File: src/design/ddrmr_pkg.sv
package ddrmr_pkg;

	// ----------------------------------------
	// clock and timing
	// ----------------------------------------
	localparam int PCLK_MHZ = 25;
	localparam int PCLK_PERIOD_NS = 40;
	localparam int T_INIT_US = 500;
	localparam int INIT_CYCLES = T_INIT_US * PCLK_MHZ;
	localparam int T_MRD_NS = 39;
	localparam int T_MRD_CYC_INT =
		(T_MRD_NS + PCLK_PERIOD_NS - 1) / PCLK_PERIOD_NS;
	localparam logic [7:0] T_MRD_CYC =
		8'((T_MRD_CYC_INT < 1) ? 1 : T_MRD_CYC_INT);
	localparam int TIMER_W = 24;

	// ----------------------------------------
	// register map (byte offsets)
	// ----------------------------------------
	localparam logic [11:0] CFG_OFS = 12'h000;
	localparam logic [11:0] TIM_OFS = 12'h004;
	localparam logic [11:0] CTRL_OFS = 12'h008;
	localparam logic [11:0] STAT_OFS = 12'h00c;

	// ----------------------------------------
	// field positions
	// ----------------------------------------
	localparam int CFG_W = 22;
	localparam int TIM_MRD_LSB = 0;
	localparam int CTRL_START_BIT = 0;
	localparam int STAT_BUSY_BIT = 0;
	localparam int STAT_DONE_BIT = 1;
	localparam int STAT_ERR_BIT = 2;
	localparam int STAT_CKE_BIT = 3;
	localparam int STAT_STATE_LSB = 4;

	// ----------------------------------------
	// setting encodings
	// ----------------------------------------
	localparam logic [1:0] BL_FIXED8 = 2'h0;
	localparam logic [1:0] BL_OTF = 2'h1;
	localparam logic [1:0] BL_FIXED4 = 2'h2;
	localparam logic [1:0] BL_BAD = 2'h3;
	localparam logic [1:0] AL_BAD = 2'h3;
	localparam logic [1:0] RTT_WR_BAD = 2'h3;
	localparam logic [3:0] CL_MIN = 4'h5;
	localparam logic [3:0] CL_LIMIT = 4'ha;
	localparam logic [3:0] CL_BASE = 4'h4;
	localparam logic [3:0] WL_MIN = 4'h5;
	localparam logic [3:0] WL_LIMIT = 4'h8;
	localparam logic [2:0] PASR_FULL = 3'h0;
	localparam logic SR_AUTO_OFF = 1'b0;
	localparam logic SR_RANGE_NORMAL = 1'b0;
	localparam logic DLL_ON = 1'b0;

	typedef struct packed {
		logic [2:0] wr;
		logic [3:0] write_latency_cycles;
		logic [1:0] al;
		logic [3:0] cl;
		logic drive_rzq6;
		logic [1:0] rtt_wr;
		logic [1:0] rtt_nom;
		logic ppd_fast;
		logic order_il;
		logic [1:0] bl;
	} ddrmr_cfg_type;

	// wr 1, write latency 5, additive off, read latency 6, quarter odt
	localparam logic [CFG_W-1:0] CFG_RESET = 22'h0a8c10;

	// ----------------------------------------
	// command bus
	// ----------------------------------------
	localparam logic [3:0] CMD_NOP = 4'h7;
	localparam logic [3:0] CMD_MRS = 4'h0;
	localparam logic [1:0] MR_LAST = 2'h3;
	localparam logic [3:0][2:0] MR_ORDER = {3'h0, 3'h1, 3'h3, 3'h2};

	typedef enum logic [4:0] {
		ST_INIT = 5'b00001,
		ST_IDLE = 5'b00010,
		ST_GAP = 5'b00100,
		ST_DONE = 5'b01000,
		ST_SPARE = 5'b10000
	} ddrmr_state_type;

endpackage

File: src/design/ddrmr_timer_if.sv
`timescale 1ns/1ps
interface ddrmr_timer_if #(parameter int W = 24);
	logic load;
	logic [W-1:0] count;
	logic expired;
	modport ctrl (output load, output count, input expired);
	modport timer (input load, input count, output expired);
endinterface

File: src/design/ddrmr_top.sv
`timescale 1ns/1ps
module ddrmr_top
	import ddrmr_pkg::*;
#(
	parameter int INIT_COUNT = INIT_CYCLES
) (
	// clock and reset
	input wire logic pclk,
	input wire logic presetn,
	// apb slave
	input wire logic [11:0] paddr,
	input wire logic psel,
	input wire logic penable,
	input wire logic pwrite,
	input wire logic [31:0] pwdata,
	output logic [31:0] prdata,
	output logic pready,
	output logic pslverr,
	// memory command bus
	output logic mem_cke,
	output logic mem_cs_n,
	output logic mem_ras_n,
	output logic mem_cas_n,
	output logic mem_we_n,
	output logic [2:0] mem_ba,
	output logic [15:0] mem_addr
);

	// ----------------------------------------
	// elaboration checks
	// ----------------------------------------
	generate
		if (INIT_COUNT < 1 || INIT_COUNT >= (1 << TIMER_W)) begin : g_bad
			$error("init count out of timer range");
		end
		// the gap count is loaded from an eight bit field
		if (TIMER_W < 8) begin : g_narrow
			$error("timer too narrow for load period");
		end
		if (CFG_W != $bits(ddrmr_cfg_type)) begin : g_cfg
			$error("settings word width mismatch");
		end
	endgenerate

	// ----------------------------------------
	// state
	// ----------------------------------------
	typedef struct packed {
		ddrmr_state_type state;
		ddrmr_cfg_type cfg;
		logic [7:0] mrd;
		logic busy;
		logic done;
		logic cfg_err;
		logic start_pend;
		logic [1:0] mr_idx;
		logic [3:0] cmd;
		logic [2:0] ba;
		logic [15:0] addr;
		logic cke;
		logic [31:0] prdata;
		logic pready;
		logic pslverr;
	} ddrmr_top_type;

	ddrmr_top_type r_reg, r_next;

	ddrmr_timer_if #(.W(TIMER_W)) tmr ();
	logic [3:0][15:0] mr_word;
	logic setup_phase;
	logic access_phase;
	logic addr_mapped;
	logic [31:0] read_value;
	logic [7:0] mrd_eff;
	ddrmr_cfg_type cfg_wr;

	// ----------------------------------------
	// helpers
	// ----------------------------------------
	function automatic logic cfg_ok(input ddrmr_cfg_type c);
		logic ok;
		ok = 1'b1;
		if (c.bl == BL_BAD) begin
			ok = 1'b0;
		end
		if (c.cl < CL_MIN || c.cl > CL_LIMIT) begin
			ok = 1'b0;
		end
		if (c.al == AL_BAD) begin
			ok = 1'b0;
		end
		if (c.rtt_wr == RTT_WR_BAD) begin
			ok = 1'b0;
		end
		if (c.write_latency_cycles < WL_MIN ||
			c.write_latency_cycles > WL_LIMIT) begin
			ok = 1'b0;
		end
		return ok;
	endfunction

	// ----------------------------------------
	// submodules
	// ----------------------------------------
	ddrmr_timer #(
		.W(TIMER_W),
		.RESET_COUNT(INIT_COUNT)
	) u_timer (
		.clk(pclk),
		.rstn(presetn),
		.t(tmr.timer)
	);

	ddrmr_mr_encode u_encode (
		.cfg(r_reg.cfg),
		.mr_word(mr_word)
	);

	// ----------------------------------------
	// bus decode and read mux
	// ----------------------------------------
	always_comb begin
		setup_phase = psel & ~penable;
		access_phase = psel & penable & r_reg.pready;
		cfg_wr = ddrmr_cfg_type'(pwdata[CFG_W-1:0]);
		// unmapped addresses answer with an error and read zero
		addr_mapped = (paddr == CFG_OFS) || (paddr == TIM_OFS) ||
			(paddr == CTRL_OFS) || (paddr == STAT_OFS);
		read_value = 32'h00000000;
		unique case (paddr)
			CFG_OFS: begin
				read_value[CFG_W-1:0] = r_reg.cfg;
			end
			TIM_OFS: begin
				read_value[TIM_MRD_LSB +: 8] = r_reg.mrd;
			end
			STAT_OFS: begin
				read_value[STAT_BUSY_BIT] = r_reg.busy;
				read_value[STAT_DONE_BIT] = r_reg.done;
				read_value[STAT_ERR_BIT] = r_reg.cfg_err;
				read_value[STAT_CKE_BIT] = r_reg.cke;
				read_value[STAT_STATE_LSB +: 5] = r_reg.state;
			end
			default: begin
				read_value = 32'h00000000;
			end
		endcase
		// a zero period would wrap the one-less timer load into a long gap
		mrd_eff = (r_reg.mrd < T_MRD_CYC) ? T_MRD_CYC : r_reg.mrd;
	end

	// ----------------------------------------
	// next state
	// ----------------------------------------
	always_comb begin
		r_next = r_reg;
		tmr.load = 1'b0;
		tmr.count = '0;
		r_next.cmd = CMD_NOP;

		// apb answer registered, zero wait states
		r_next.pready = 1'b0;
		if (setup_phase) begin
			r_next.pready = 1'b1;
			r_next.pslverr = ~addr_mapped;
			r_next.prdata = read_value;
		end
		if (access_phase && pwrite && addr_mapped) begin
			// settings locked while the memory is being loaded
			if (paddr == CFG_OFS && !r_reg.busy) begin
				if (cfg_ok(cfg_wr)) begin
					r_next.cfg = cfg_wr;
					r_next.cfg_err = 1'b0;
				end else begin
					r_next.cfg_err = 1'b1;
				end
			end
			if (paddr == TIM_OFS && !r_reg.busy) begin
				r_next.mrd = pwdata[TIM_MRD_LSB +: 8];
			end
			if (paddr == CTRL_OFS && pwdata[CTRL_START_BIT] &&
				!r_reg.busy) begin
				r_next.start_pend = 1'b1;
				r_next.busy = 1'b1;
				r_next.done = 1'b0;
			end
		end

		// sequencer
		unique case (r_reg.state)
			ST_INIT: begin
				if (tmr.expired) begin
					r_next.state = ST_IDLE;
					r_next.cke = 1'b1;
					tmr.load = 1'b1;
					tmr.count = TIMER_W'(mrd_eff - 8'h01);
				end
			end
			ST_IDLE, ST_DONE: begin
				// a start written during init waits here until the timer loaded at cke expires
				if (r_reg.start_pend && tmr.expired) begin
					r_next.start_pend = 1'b0;
					r_next.mr_idx = 2'h0;
					r_next.state = ST_GAP;
					r_next.cmd = CMD_MRS;
					r_next.ba = MR_ORDER[0];
					r_next.addr = mr_word[MR_ORDER[0][1:0]];
					tmr.load = 1'b1;
					tmr.count = TIMER_W'(mrd_eff - 8'h01);
				end
			end
			ST_GAP: begin
				// load edge is the first gap cycle, hence one less
				if (tmr.expired) begin
					if (r_reg.mr_idx == MR_LAST) begin
						r_next.state = ST_DONE;
						r_next.busy = 1'b0;
						r_next.done = 1'b1;
					end else begin
						r_next.mr_idx = r_reg.mr_idx + 2'h1;
						r_next.cmd = CMD_MRS;
						r_next.ba = MR_ORDER[r_next.mr_idx];
						r_next.addr =
							mr_word[MR_ORDER[r_next.mr_idx][1:0]];
						tmr.load = 1'b1;
						tmr.count = TIMER_W'(mrd_eff - 8'h01);
					end
				end
			end
			default: begin
				r_next.state = ST_IDLE;
				r_next.busy = 1'b0;
			end
		endcase
	end

	// ----------------------------------------
	// registers
	// ----------------------------------------
	always_ff @(posedge pclk or negedge presetn) begin
		if (!presetn) begin
			r_reg.state <= ST_INIT;
			r_reg.cfg <= ddrmr_cfg_type'(CFG_RESET);
			r_reg.mrd <= T_MRD_CYC;
			r_reg.busy <= 1'b0;
			r_reg.done <= 1'b0;
			r_reg.cfg_err <= 1'b0;
			r_reg.start_pend <= 1'b0;
			r_reg.mr_idx <= 2'h0;
			r_reg.cmd <= CMD_NOP;
			r_reg.ba <= 3'h0;
			r_reg.addr <= 16'h0000;
			r_reg.cke <= 1'b0;
			r_reg.prdata <= 32'h00000000;
			r_reg.pready <= 1'b0;
			r_reg.pslverr <= 1'b0;
		end else begin
			r_reg <= r_next;
		end
	end

	// ----------------------------------------
	// outputs
	// ----------------------------------------
	assign prdata = r_reg.prdata;
	assign pready = r_reg.pready;
	assign pslverr = r_reg.pslverr;
	assign mem_cke = r_reg.cke;
	assign mem_cs_n = r_reg.cmd[3];
	assign mem_ras_n = r_reg.cmd[2];
	assign mem_cas_n = r_reg.cmd[1];
	assign mem_we_n = r_reg.cmd[0];
	assign mem_ba = r_reg.ba;
	assign mem_addr = r_reg.addr;

	// ----------------------------------------
	// mode word fields, all set in the encoder
	// ----------------------------------------
	// mr0 burst length and order, ppd, read latency, dll reset
	// mr1 dll on, nominal odt, drive, additive latency
	// mr2 write latency, dynamic odt, full array, manual, normal range

endmodule

File: src/design/ddrmr_timer.sv
`timescale 1ns/1ps
module ddrmr_timer
	import ddrmr_pkg::*;
#(
	parameter int W = 24,
	parameter int RESET_COUNT = 1
) (
	// clock and reset
	input wire logic clk,
	input wire logic rstn,
	// control
	ddrmr_timer_if.timer t
);
	typedef struct packed {
		logic [W-1:0] count;
	} ddrmr_tmr_type;

	ddrmr_tmr_type r_reg, r_next;

	generate
		if (W < 1 || RESET_COUNT < 0 || RESET_COUNT >= (1 << W)) begin : g_bad
			$error("reset count does not fit the counter");
		end
	endgenerate

	// ----------------------------------------
	// down counter, expired at zero
	// ----------------------------------------
	always_comb begin
		r_next = r_reg;
		if (t.load) begin
			r_next.count = t.count;
		end else if (r_reg.count != '0) begin
			r_next.count = r_reg.count - W'(1);
		end
	end

	always_ff @(posedge clk or negedge rstn) begin
		if (!rstn) begin
			r_reg.count <= W'(RESET_COUNT);
		end else begin
			r_reg <= r_next;
		end
	end

	assign t.expired = (r_reg.count == '0);
endmodule

File: src/design/ddrmr_mr_encode.sv
`timescale 1ns/1ps
module ddrmr_mr_encode
	import ddrmr_pkg::*;
(
	// settings
	input wire ddrmr_cfg_type cfg,
	// words indexed by mode register number
	output logic [3:0][15:0] mr_word
);
	always_comb begin
		mr_word[0] = {3'h0,
			cfg.ppd_fast,
			cfg.wr, 1'b1, 1'b0,
			3'(cfg.cl - CL_BASE),
			cfg.order_il,
			1'b0,
			cfg.bl};
		mr_word[1] = {7'h00, 1'b0, 1'b0,
			cfg.rtt_nom[1], 1'b0,
			cfg.al,
			cfg.rtt_nom[0],
			~cfg.drive_rzq6,
			DLL_ON};
		mr_word[2] = {5'h00,
			cfg.rtt_wr, 1'b0,
			SR_RANGE_NORMAL,
			SR_AUTO_OFF,
			3'(cfg.write_latency_cycles - WL_MIN),
			PASR_FULL};
		mr_word[3] = 16'h0000;
	end
endmodule

File: config.mk
export PLATFORM = sky130hd
export DESIGN_NAME = ddrmr_top
export DESIGN_NICKNAME = d
export VERILOG_FILES = /design/src/design/ddrmr_pkg.sv /design/src/design/ddrmr_timer_if.sv /design/src/design/ddrmr_top.sv /design/src/design/ddrmr_timer.sv /design/src/design/ddrmr_mr_encode.sv
export SDC_FILE = /design/constraint.sdc
export NUM_CORES = 1
export LEC_CHECK = 0
export ABC_AREA = 1
export BUFFER_PORTS_ARGS = -buffer_cell sky130_fd_sc_hd__buf_2
export CAP_MARGIN = 10
export CORE_MARGIN = 2
export CORE_UTILIZATION = 45
export CTS_BUF_LIST = sky130_fd_sc_hd__clkbuf_8
export CTS_CLUSTER_SIZE = 14
export DETAILED_ROUTE_END_ITERATION = 7
export PLACE_DENSITY = 0.66
export SLEW_MARGIN = 20
export SYNTH_ARGS = -nofsm -noshare
export SYNTH_HDL_FRONTEND = slang
export SYNTH_SLANG_ARGS = --single-unit
File: constraint.sdc
create_clock -name pclk -period 2 [get_ports pclk]
set_input_delay 0.2 -clock pclk [delete_from_list [all_inputs] [get_ports pclk]]
set_output_delay 0.2 -clock pclk [all_outputs]
set_load 0.01 [all_outputs]
# ---- After elaboration in Yosys (flattened, before gate mapping)
# Cells that the tools add are included.
dict set report word_totals {
  ff_bits 113
  in_bits 49
  output_inout_bits 58
}
dict set report classes {
  n_addsub 5
  magnitude_cmp 7
  n_eq_ne 16
  n_mux 47
  bitwise 6
  reduce_logical 26
}
# op count
set op_table {}
lappend op_table {{$mux W24} 6}
lappend op_table {{$pmux W24 S3} 1}
lappend op_table {{$mux W25} 2}
lappend op_table {{$pmux W25 S2} 1}
lappend op_table {{$bmux W16 S2} 1}
lappend op_table {{$mux W26} 1}
lappend op_table {{$eq A12 B4 Y1 const B} 2}
lappend op_table {{$logic_not A24 Y1} 1}
lappend op_table {{$pmux W8 S3} 1}
lappend op_table {{$reduce_bool A24 Y1} 1}
lappend op_table {{$sub A24 B1 Y24 const B} 1}
lappend op_table {{$mux W5} 4}
lappend op_table {{$mux W1} 16}
lappend op_table {{$mux W16} 1}
lappend op_table {{$pmux W5 S3} 1}
lappend op_table {{$mux W13} 1}
lappend op_table {{$eq A12 B3 Y1 const B} 1}
lappend op_table {{$logic_not A12 Y1} 1}
lappend op_table {{$ne A2 B2 Y1 const B} 5}
lappend op_table {{$sub A8 B1 Y9 const B} 1}
lappend op_table {{$eq A2 B2 Y1 const B} 4}
lappend op_table {{$gt A4 B4 Y1 const B} 2}
lappend op_table {{$lt A4 B3 Y1 const B} 2}
lappend op_table {{$lt A8 B1 Y1 const B} 1}
lappend op_table {{25 further kinds} 49}

# ---- Depth between registers and ports, before layout
# Gate-level depths: netlist of the first run.
dict set report logic_depth {
  depth_word 14
  depth_mapped 16
}

# ---- Cells and area by module
# Synthesis of the first run repeated with hierarchy kept, for this count alone.
dict set report hier_totals {
  hier_cells 988
  area_unflattened_um2 7053.0
}
# module n_inst cells_each area_per_inst_um2 seq_area_each_um2
set by_module_without_submodules {}
lappend by_module_without_submodules {ddrmr_top 1 662 4926.0 2113.3}
lappend by_module_without_submodules {ddrmr_timer 1 254 1626.6 608.1}
lappend by_module_without_submodules {ddrmr_mr_encode 1 72 500.5 0.0}

# ---- Least setup slack after synthesis of the first run
# Ideal clock, no wire load.
dict set report synth_timing {
  path_kind {flip-flop to flip-flop}
  from {register u_timer.r_reg[0] (netlist name)}
  to {register r_reg[58] (netlist name)}
  setup_ps 117
  t_arrival_ps 1736
  t_required_ps 1883
  setup_slack_ps 147
  stages_incl_launch_ff 13
  period_less_slack_ps 1853
  path_cell_list {dfrtp_1 inv_1 ha_1 nand2_2 nor2_2 nand2_1 nor2_4 nand2_1 nand2_2 nand3_4 buf_6 nor2_1 nor2_1}
}
dict set report synth_via {
  elab_chain_len 4
}
# item line
set synth_lines {}
lappend synth_lines {{start: declaration} ddrmr_timer.sv:18} ;# ddrmr_tmr_type r_reg, r_next;
lappend synth_lines {{start signal: assignment} ddrmr_timer.sv:42} ;# r_reg <= r_next;
lappend synth_lines {{$logic_not A24 Y1 *} ddrmr_timer.sv:46} ;# assign t.expired = (r_reg.count == '0);
lappend synth_lines {{$logic_and A1 B1 Y1} ddrmr_top.sv:201} ;# if (r_reg.start_pend && tmr.expired) begin
lappend synth_lines {{$ne A2 B2 Y1 (no source line)} --}
lappend synth_lines {{$reduce_and A4 Y1 (no source line) *} --}
lappend synth_lines {{end signal: assignment} ddrmr_top.sv:258} ;# r_reg <= r_next;
lappend synth_lines {{end: declaration} ddrmr_top.sv:66} ;# ddrmr_top_type r_reg, r_next;
# Every way passes the cells marked *; elsewhere a longest branch is shown, timed or not.
# A chain may end at the register's enable or synchronous reset.

# ---- Worst setup path in the final report of the first run
dict set report layout_timing {
  from {register u_timer.r_reg[1] (netlist name)}
  to {register r_reg (netlist bit mem_addr[9])}
}
# Same word-level chain as after synthesis.

==> results of run 1 <==
-- routing by layer --
| metal | share of wire [%] | global-route usage [%] | routed length, um |
|---|---|---|---|
| met1 | 48 | 30.11 | 7211 |
| met2 | 44 | 31.21 | 6581 |
| met5 | 0 | 0 | 0 |
| met3 | 5.4 | 3.839 | 803 |
| met4 | 2.1 | 8.261 | 308 |
-- tightest hold or removal path, cell delays in order --
cell	delay, ns
buf_2	0.07
nand3_1	0.06
nand2_1	0.06
-- synth_stat cells (3+ instances only) --
library cell and instances:
nand2_1 239, dfrtp_1 89, nand3_1 87, inv_1 69, nor2_1 66, buf_4 56
o21ai_0 28, dfstp_2 15, nand4_1 14, o21ai_1 13, a21oi_1 10, a21oi_2 10
xor2_1 10, o31ai_1 8, clkbuf_1 7, inv_2 7, nand3b_1 7, ha_1 6
nand2_2 6, nor2_4 6, buf_6 5, nor2_2 5, o211ai_1 5, o21ai_2 4
nand2_4 3, nand3_4 3, o22ai_1 3
-- metrics by stage --
step,hold WS [ns],instance area [um^2]
global route,0.02162,7017
global placement,0.2054,6670
detailed placement,0.2091,6670
CTS,0.01499,6880
floorplan,-0.09559,6289
finish,0.02875,7017
-- final timing paths --
| check | from | end | slack, ns | cells past startpoint |
|---|---|---|---|---|
| worst max-delay path | u_timer.r_reg[1] | mem_addr[9] | 0.1 | 11 |
| worst min-delay path | pwdata[21] | r_reg[93] | 0.03 | 3 |
| worst max register to register | u_timer.r_reg[1] | mem_addr[9] | 0.1 | 11 |
| worst min register to register | r_reg[64] | r_reg[64] | 0.47 | 2 |
| max in group asynchronous | presetn | u_timer.r_reg[13] | 1.04 | 3 |
| min in group asynchronous | presetn | r_reg[93] | 0.31 | 2 |
-- timing repair --
action,in CTS,in global routing
resized for setup,0,24
endpoints found under the hold margin,32,0
hold buffers,2,0
setup buffers,0,7
endpoints found under the setup margin,0,37
-- cell families after synthesis --
logic type	after synthesis	synth area share, %
adders and majority gates	6	1.205
DFF	104	42.06
and+or+nand+nor	447	33.25
other	1	0.06017
buffers and inverters	148	12.93
xor gates and xnor gates	12	1.686
AOI/OAI and AO/OA	87	8.814
-- power by group through the flow --
stage / clock, mW / combinational [mW] / sequential, mW
final: 1.30 / 1.72 / 2.64
after global routing: 1.42 / 1.94 / 2.67
after CTS: 1.34 / 1.63 / 2.64
after detailed placement: 0 / 1.62 / 2.67
after global placement: 0 / 1.59 / 2.67
after floorplan: 0 / 1.25 / 2.62
-- final cells by class --
cell class                 instances  area, um^2
fill                            1373        6703
multi-input combinational        570        2943
sequential                       104        2621
timing repair buffer             120       745.7
inverter                          77       291.5
tap                              180       225.2
clock buffer                       9       123.9
clock inverter                     7       66.31
==> metrics.yaml, run 1 <==
status: "complete, no violations"
grt_pass1_vias: 4836
finalCritPeriodShare_pct: 95.03
portBuffers: 80
critPathMaxFanout: 5
p_int_mw: 3.555
grt_pass1_wl_um: 24210
die-area_um2: 14810
cts_made_buffers: 9
layout-drive-gt1-share_pct: 24.24
critPathMaxStageDelay_ns: 0.41
p_sw_share_pct: 37.22
finClkSkew_ns: 0.01549
ys_seq_area_share_pct: 42.06
dieWidth_um: 121.7
drv_slew: 0
finalNonFillerCells: 1067
area_growth_pct: 12.59
cp-start-kind: "flip-flop"
power_mw: 5.663
grt_overflow: 0
dp.cells: 1040
clockRootBuffer: "clkbuf_8"
gp_congestion: 0.9091
sequentialPowerShare_pct: 46.7
worst_path_max_delay_cell: "dfrtp_1"
finalCriticalPeriod_ns: 1.901
endpoint_kind: "flip-flop"
clock_path_buffers: 2
io_pins: 107
wl_per_cell_um: 13.97
pwr_density_cell_nw_per_um2: 807.0
clock_sinks: 104
grt_max_degree: 38
synth_top_area_share_pct: 35.74
crit_buf_inv: 3
p_sw_mw: 2.108
fin_setup_tns_ns: 0
insertion_delay_ns: 0.40
clk_pin_slew_worst_paths_ns: 0.11
synth_top_flop_cell: "dfrtp_1"
final_core_util_pct: 51.14
netlist-cell-type-count: 45
pre_cts_ws_ns: 0.07708
ir_drop_v: 0.0003321
grt_usage_pct: 20.90
routed_wl_um: 14910
largest_register_ff_count: 40
syn-instance-count: 805
die_h_um: 121.7
vias: 5338
antenna_found_initial: 0
min_path_type: "input port to flip-flop"
final_antenna_net_count: 0
synthArstFlopShare_pct: 100.0
setup_viol: 0
fp.coreArea_um2: 13720
synth-warning-count: 0
final_cell_mix: "nand2_1, dfrtp_1, nand3_1"
antennaDiodeCount: 0
firstDrtPassIters: 6
cap_violations: 0
hpwl_um: 11140
worst_pin_slew_ns: 0.5841
synth_area_leaders: "dfrtp_1, nand2_1, nand3_1, buf_4, dfstp_2"
dr.first_iter.drc_count: 361
p_comb_share_pct: 30.4
ys_ff_latch: 104
mostFrequentLayoutCell: "nand2_1"
final_net_count: 937
htree_levels: 3
cts_tree: "done"
synth_top_cell_by_area: "dfrtp_1"
drc: 0
synth_edf_count: 0
required_ns: 2.33
rows: 43
syn_avg_cell_area_um2: 7.742
hold_viol: 0
critical_path_class: "flip-flop to flip-flop"
vias_per_cell: 5.003
synth_area_um2: 6232
cp_top_family: "simple AND/OR/NAND/NOR gates"
crit_chain: "inv_1 -> ha_2 -> nand2_4 -> nor2_4 -> nand2_1 -> nor2_4 -> nand3_4 -> buf_4 -> o21ai_0 -> inv_1 -> nand2_1"
setup_ws_ns: 0.09941
arrival_ns: 2.23
slew_headroom_pct: 60.92
initial_utilization_pct: 45.43
fmax_mhz: 526.2
power_leakage_nw: 3.586
p_clk_share_pct: 22.9
Note: power is estimated with default switching activity, not from simulation.
==> inputs of run 2 (changes only) <==
--- a/config.mk
+++ b/config.mk
@@ -13,7 +13,7 @@
 export CTS_BUF_LIST = sky130_fd_sc_hd__clkbuf_8
 export CTS_CLUSTER_SIZE = 14
 export DETAILED_ROUTE_END_ITERATION = 7
-export PLACE_DENSITY = 0.66
+export PLACE_DENSITY = 0.64
 export SLEW_MARGIN = 20
 export SYNTH_ARGS = -nofsm -noshare
 export SYNTH_HDL_FRONTEND = slang
==> run 2 against run 1 <==
Compared with the run above:
- clock skew about the same
- sequential power about the same
- core utilization decreased by 0.13 points
- fmax about the same
- critical path type unchanged
- critical endpoint is now u_timer.r_reg[7]
- largest power group unchanged
==> metrics.yaml, run 2 (synthesized netlist as in run 1, its figures left out) <==
portBuffers: 80
ir_drop_v: 0.0003834
wirelength_met1_um: 7292
slew_headroom_pct: 62.21
fin_setup_tns_ns: 0
fill_cells: 1358
dr.first_iter.drc_count: 385
pwr_density_cell_nw_per_um2: 811.3
initial_utilization_pct: 45.43
rrSetupSlack_ns: 0.1
fp.coreArea_um2: 13720
clock_path_buffers: 2
firstDrtPassIters: 5
min_path_type: "input port to flip-flop"
drc: 0
critPathMaxFanout: 8
setup_ws_ns: 0.09969
vias_per_cell: 4.946
cp_top_family: "simple AND/OR/NAND/NOR gates"
r2r-start: "u_timer.r_reg[1]"
layout-drive-gt1-share_pct: 23.98
cts_made_buffers: 9
hold_viol: 0
hold_depth: 3
crit_chain: "inv_1 -> ha_2 -> nand2_4 -> nor2_4 -> nand2_1 -> nor2_4 -> nand3_4 -> nand2_4 -> buf_4 -> nand2_1 -> nand3_1 -> inv_1"
power_leakage_nw: 3.546
met3_length_um: 786
rows: 43
hold_end: "r_reg[92]"
die-area_um2: 14810
antenna_found_initial: 0
area_growth_pct: 12.31
final_net_count: 934
setup_viol: 0
final_cell_mix: "nand2_1, dfrtp_1, nand3_1"
min_from: "pwdata[20]"
whs_ns: 0.01913
clockRootBuffer: "clkbuf_8"
vias: 5263
largest_register_ff_count: 40
finalCritPeriodShare_pct: 95.02
status: "complete, no violations"
grt_pass1_vias: 4953
finClkSkew_ns: 0.01508
arrival_ns: 2.24
io_pins: 107
reg2regPathDepth: 12
dieWidth_um: 121.7
final_antenna_net_count: 0
crit_buf_inv: 3
antennaDiodeCount: 0
cp-start-kind: "flip-flop"
critical_path_class: "flip-flop to flip-flop"
wl_met2_um: 7074
worst_path_max_delay_cell: "dfrtp_1"
routed_wl_um: 15270
worst_pin_slew_ns: 0.5648
gp_congestion: 0.8828
finalCriticalPeriod_ns: 1.900
fmax_mhz: 526.2
cap_violations: 0
top_layer: "met4"
grt_pass1_wl_um: 24560
cts_tree: "done"
insertion_delay_ns: 0.40
required_ns: 2.34
clk_pin_slew_worst_paths_ns: 0.11
htree_levels: 3
wl_per_cell_um: 14.35
drv_slew: 0
grt_overflow: 0
critPathMaxStageDelay_ns: 0.41
hpwl_um: 11190
path_depth: 12
r2r_end: "u_timer.r_reg[7]"
grt_usage_pct: 21.20
pre_cts_ws_ns: 0.03793
endpoint_kind: "flip-flop"
mostFrequentLayoutCell: "nand2_1"
final_core_util_pct: 51.02
die_h_um: 121.7
dp.cells: 1040
grt_max_degree: 42
clock_sinks: 104
finalNonFillerCells: 1064
==> run 2: changes by cell type in the layout (fill, tap and decap cells not counted), moves of 2 or more <==
| cell | previous run | this run |
|---|---|---|
| nand2_4 | 6 | 4 |
| a21oi_1 | 10 | 8 |
| nand2_2 | 7 | 5 |
| buf_4 | 36 | 34 |
| nand2_1 | 236 | 238 |
| a21oi_2 | 10 | 12 |
==> run 2: through the flow <==
stage | power, mW | area, um^2
finish | 5.679 | 6999
global placement | 4.268 | 6670
CTS | 5.627 | 6875
global route | 6.040 | 6999
detailed placement | 4.294 | 6670
floorplan | 3.864 | 6289
==> run 2: power by group <==
group / internal, mW / switching, mW
sequential: 2.39 / 0.252
combinational: 0.658 / 1.05
clock: 0.483 / 0.844
==> run 2: worst max-delay path by stage <==
stage                                start                 to
after global routing             r_reg[66]   u_timer.r_reg[6]
after CTS                 u_timer.r_reg[1]   u_timer.r_reg[8]
after global placement    u_timer.r_reg[1]  u_timer.r_reg[11]
after detailed placement  u_timer.r_reg[1]   u_timer.r_reg[8]
final                     u_timer.r_reg[1]   u_timer.r_reg[7]
after floorplan           u_timer.r_reg[0]          r_reg[58]
==> run 2: timing repair <==
item / CTS / global route
resized for setup: 0 / 24
hold buffers: 2 / 0
endpoints found under the hold margin: 29 / 0
buffers inserted: 0 / 5
endpoints found under the setup margin: 0 / 35
==> run 2: final cells by class <==
cell class	count	area [um^2]	share of cell area [%]
clock buffers	9	123.9	1.770
multi-input cells	569	2943	42.05
clock inverters	7	61.31	0.8759
flip-flops and latches	104	2621	37.45
well taps	180	225.2	3.218
inverters	77	294.0	4.201
repair buffers	118	730.7	10.44
==> run 2: worst register-to-register path, stage by stage (launching register included) <==
cell and delay [ns]:
dfrtp_1 0.41, inv_1 0.06, ha_2 0.20, nand2_4 0.10, nor2_4 0.14, nand2_1 0.12
nor2_4 0.21, nand3_4 0.17, nand2_4 0.14, buf_4 0.13, nand2_1 0.05, nand3_1 0.08
inv_1 0.05
==> run 2: routing by layer <==
metal,global-route usage [%],vias to the layer above
li1,-,2682
met1,30.19,2448
met2,33.43,124
met3,5.103,9
met4,3.807,0
met5,0,-
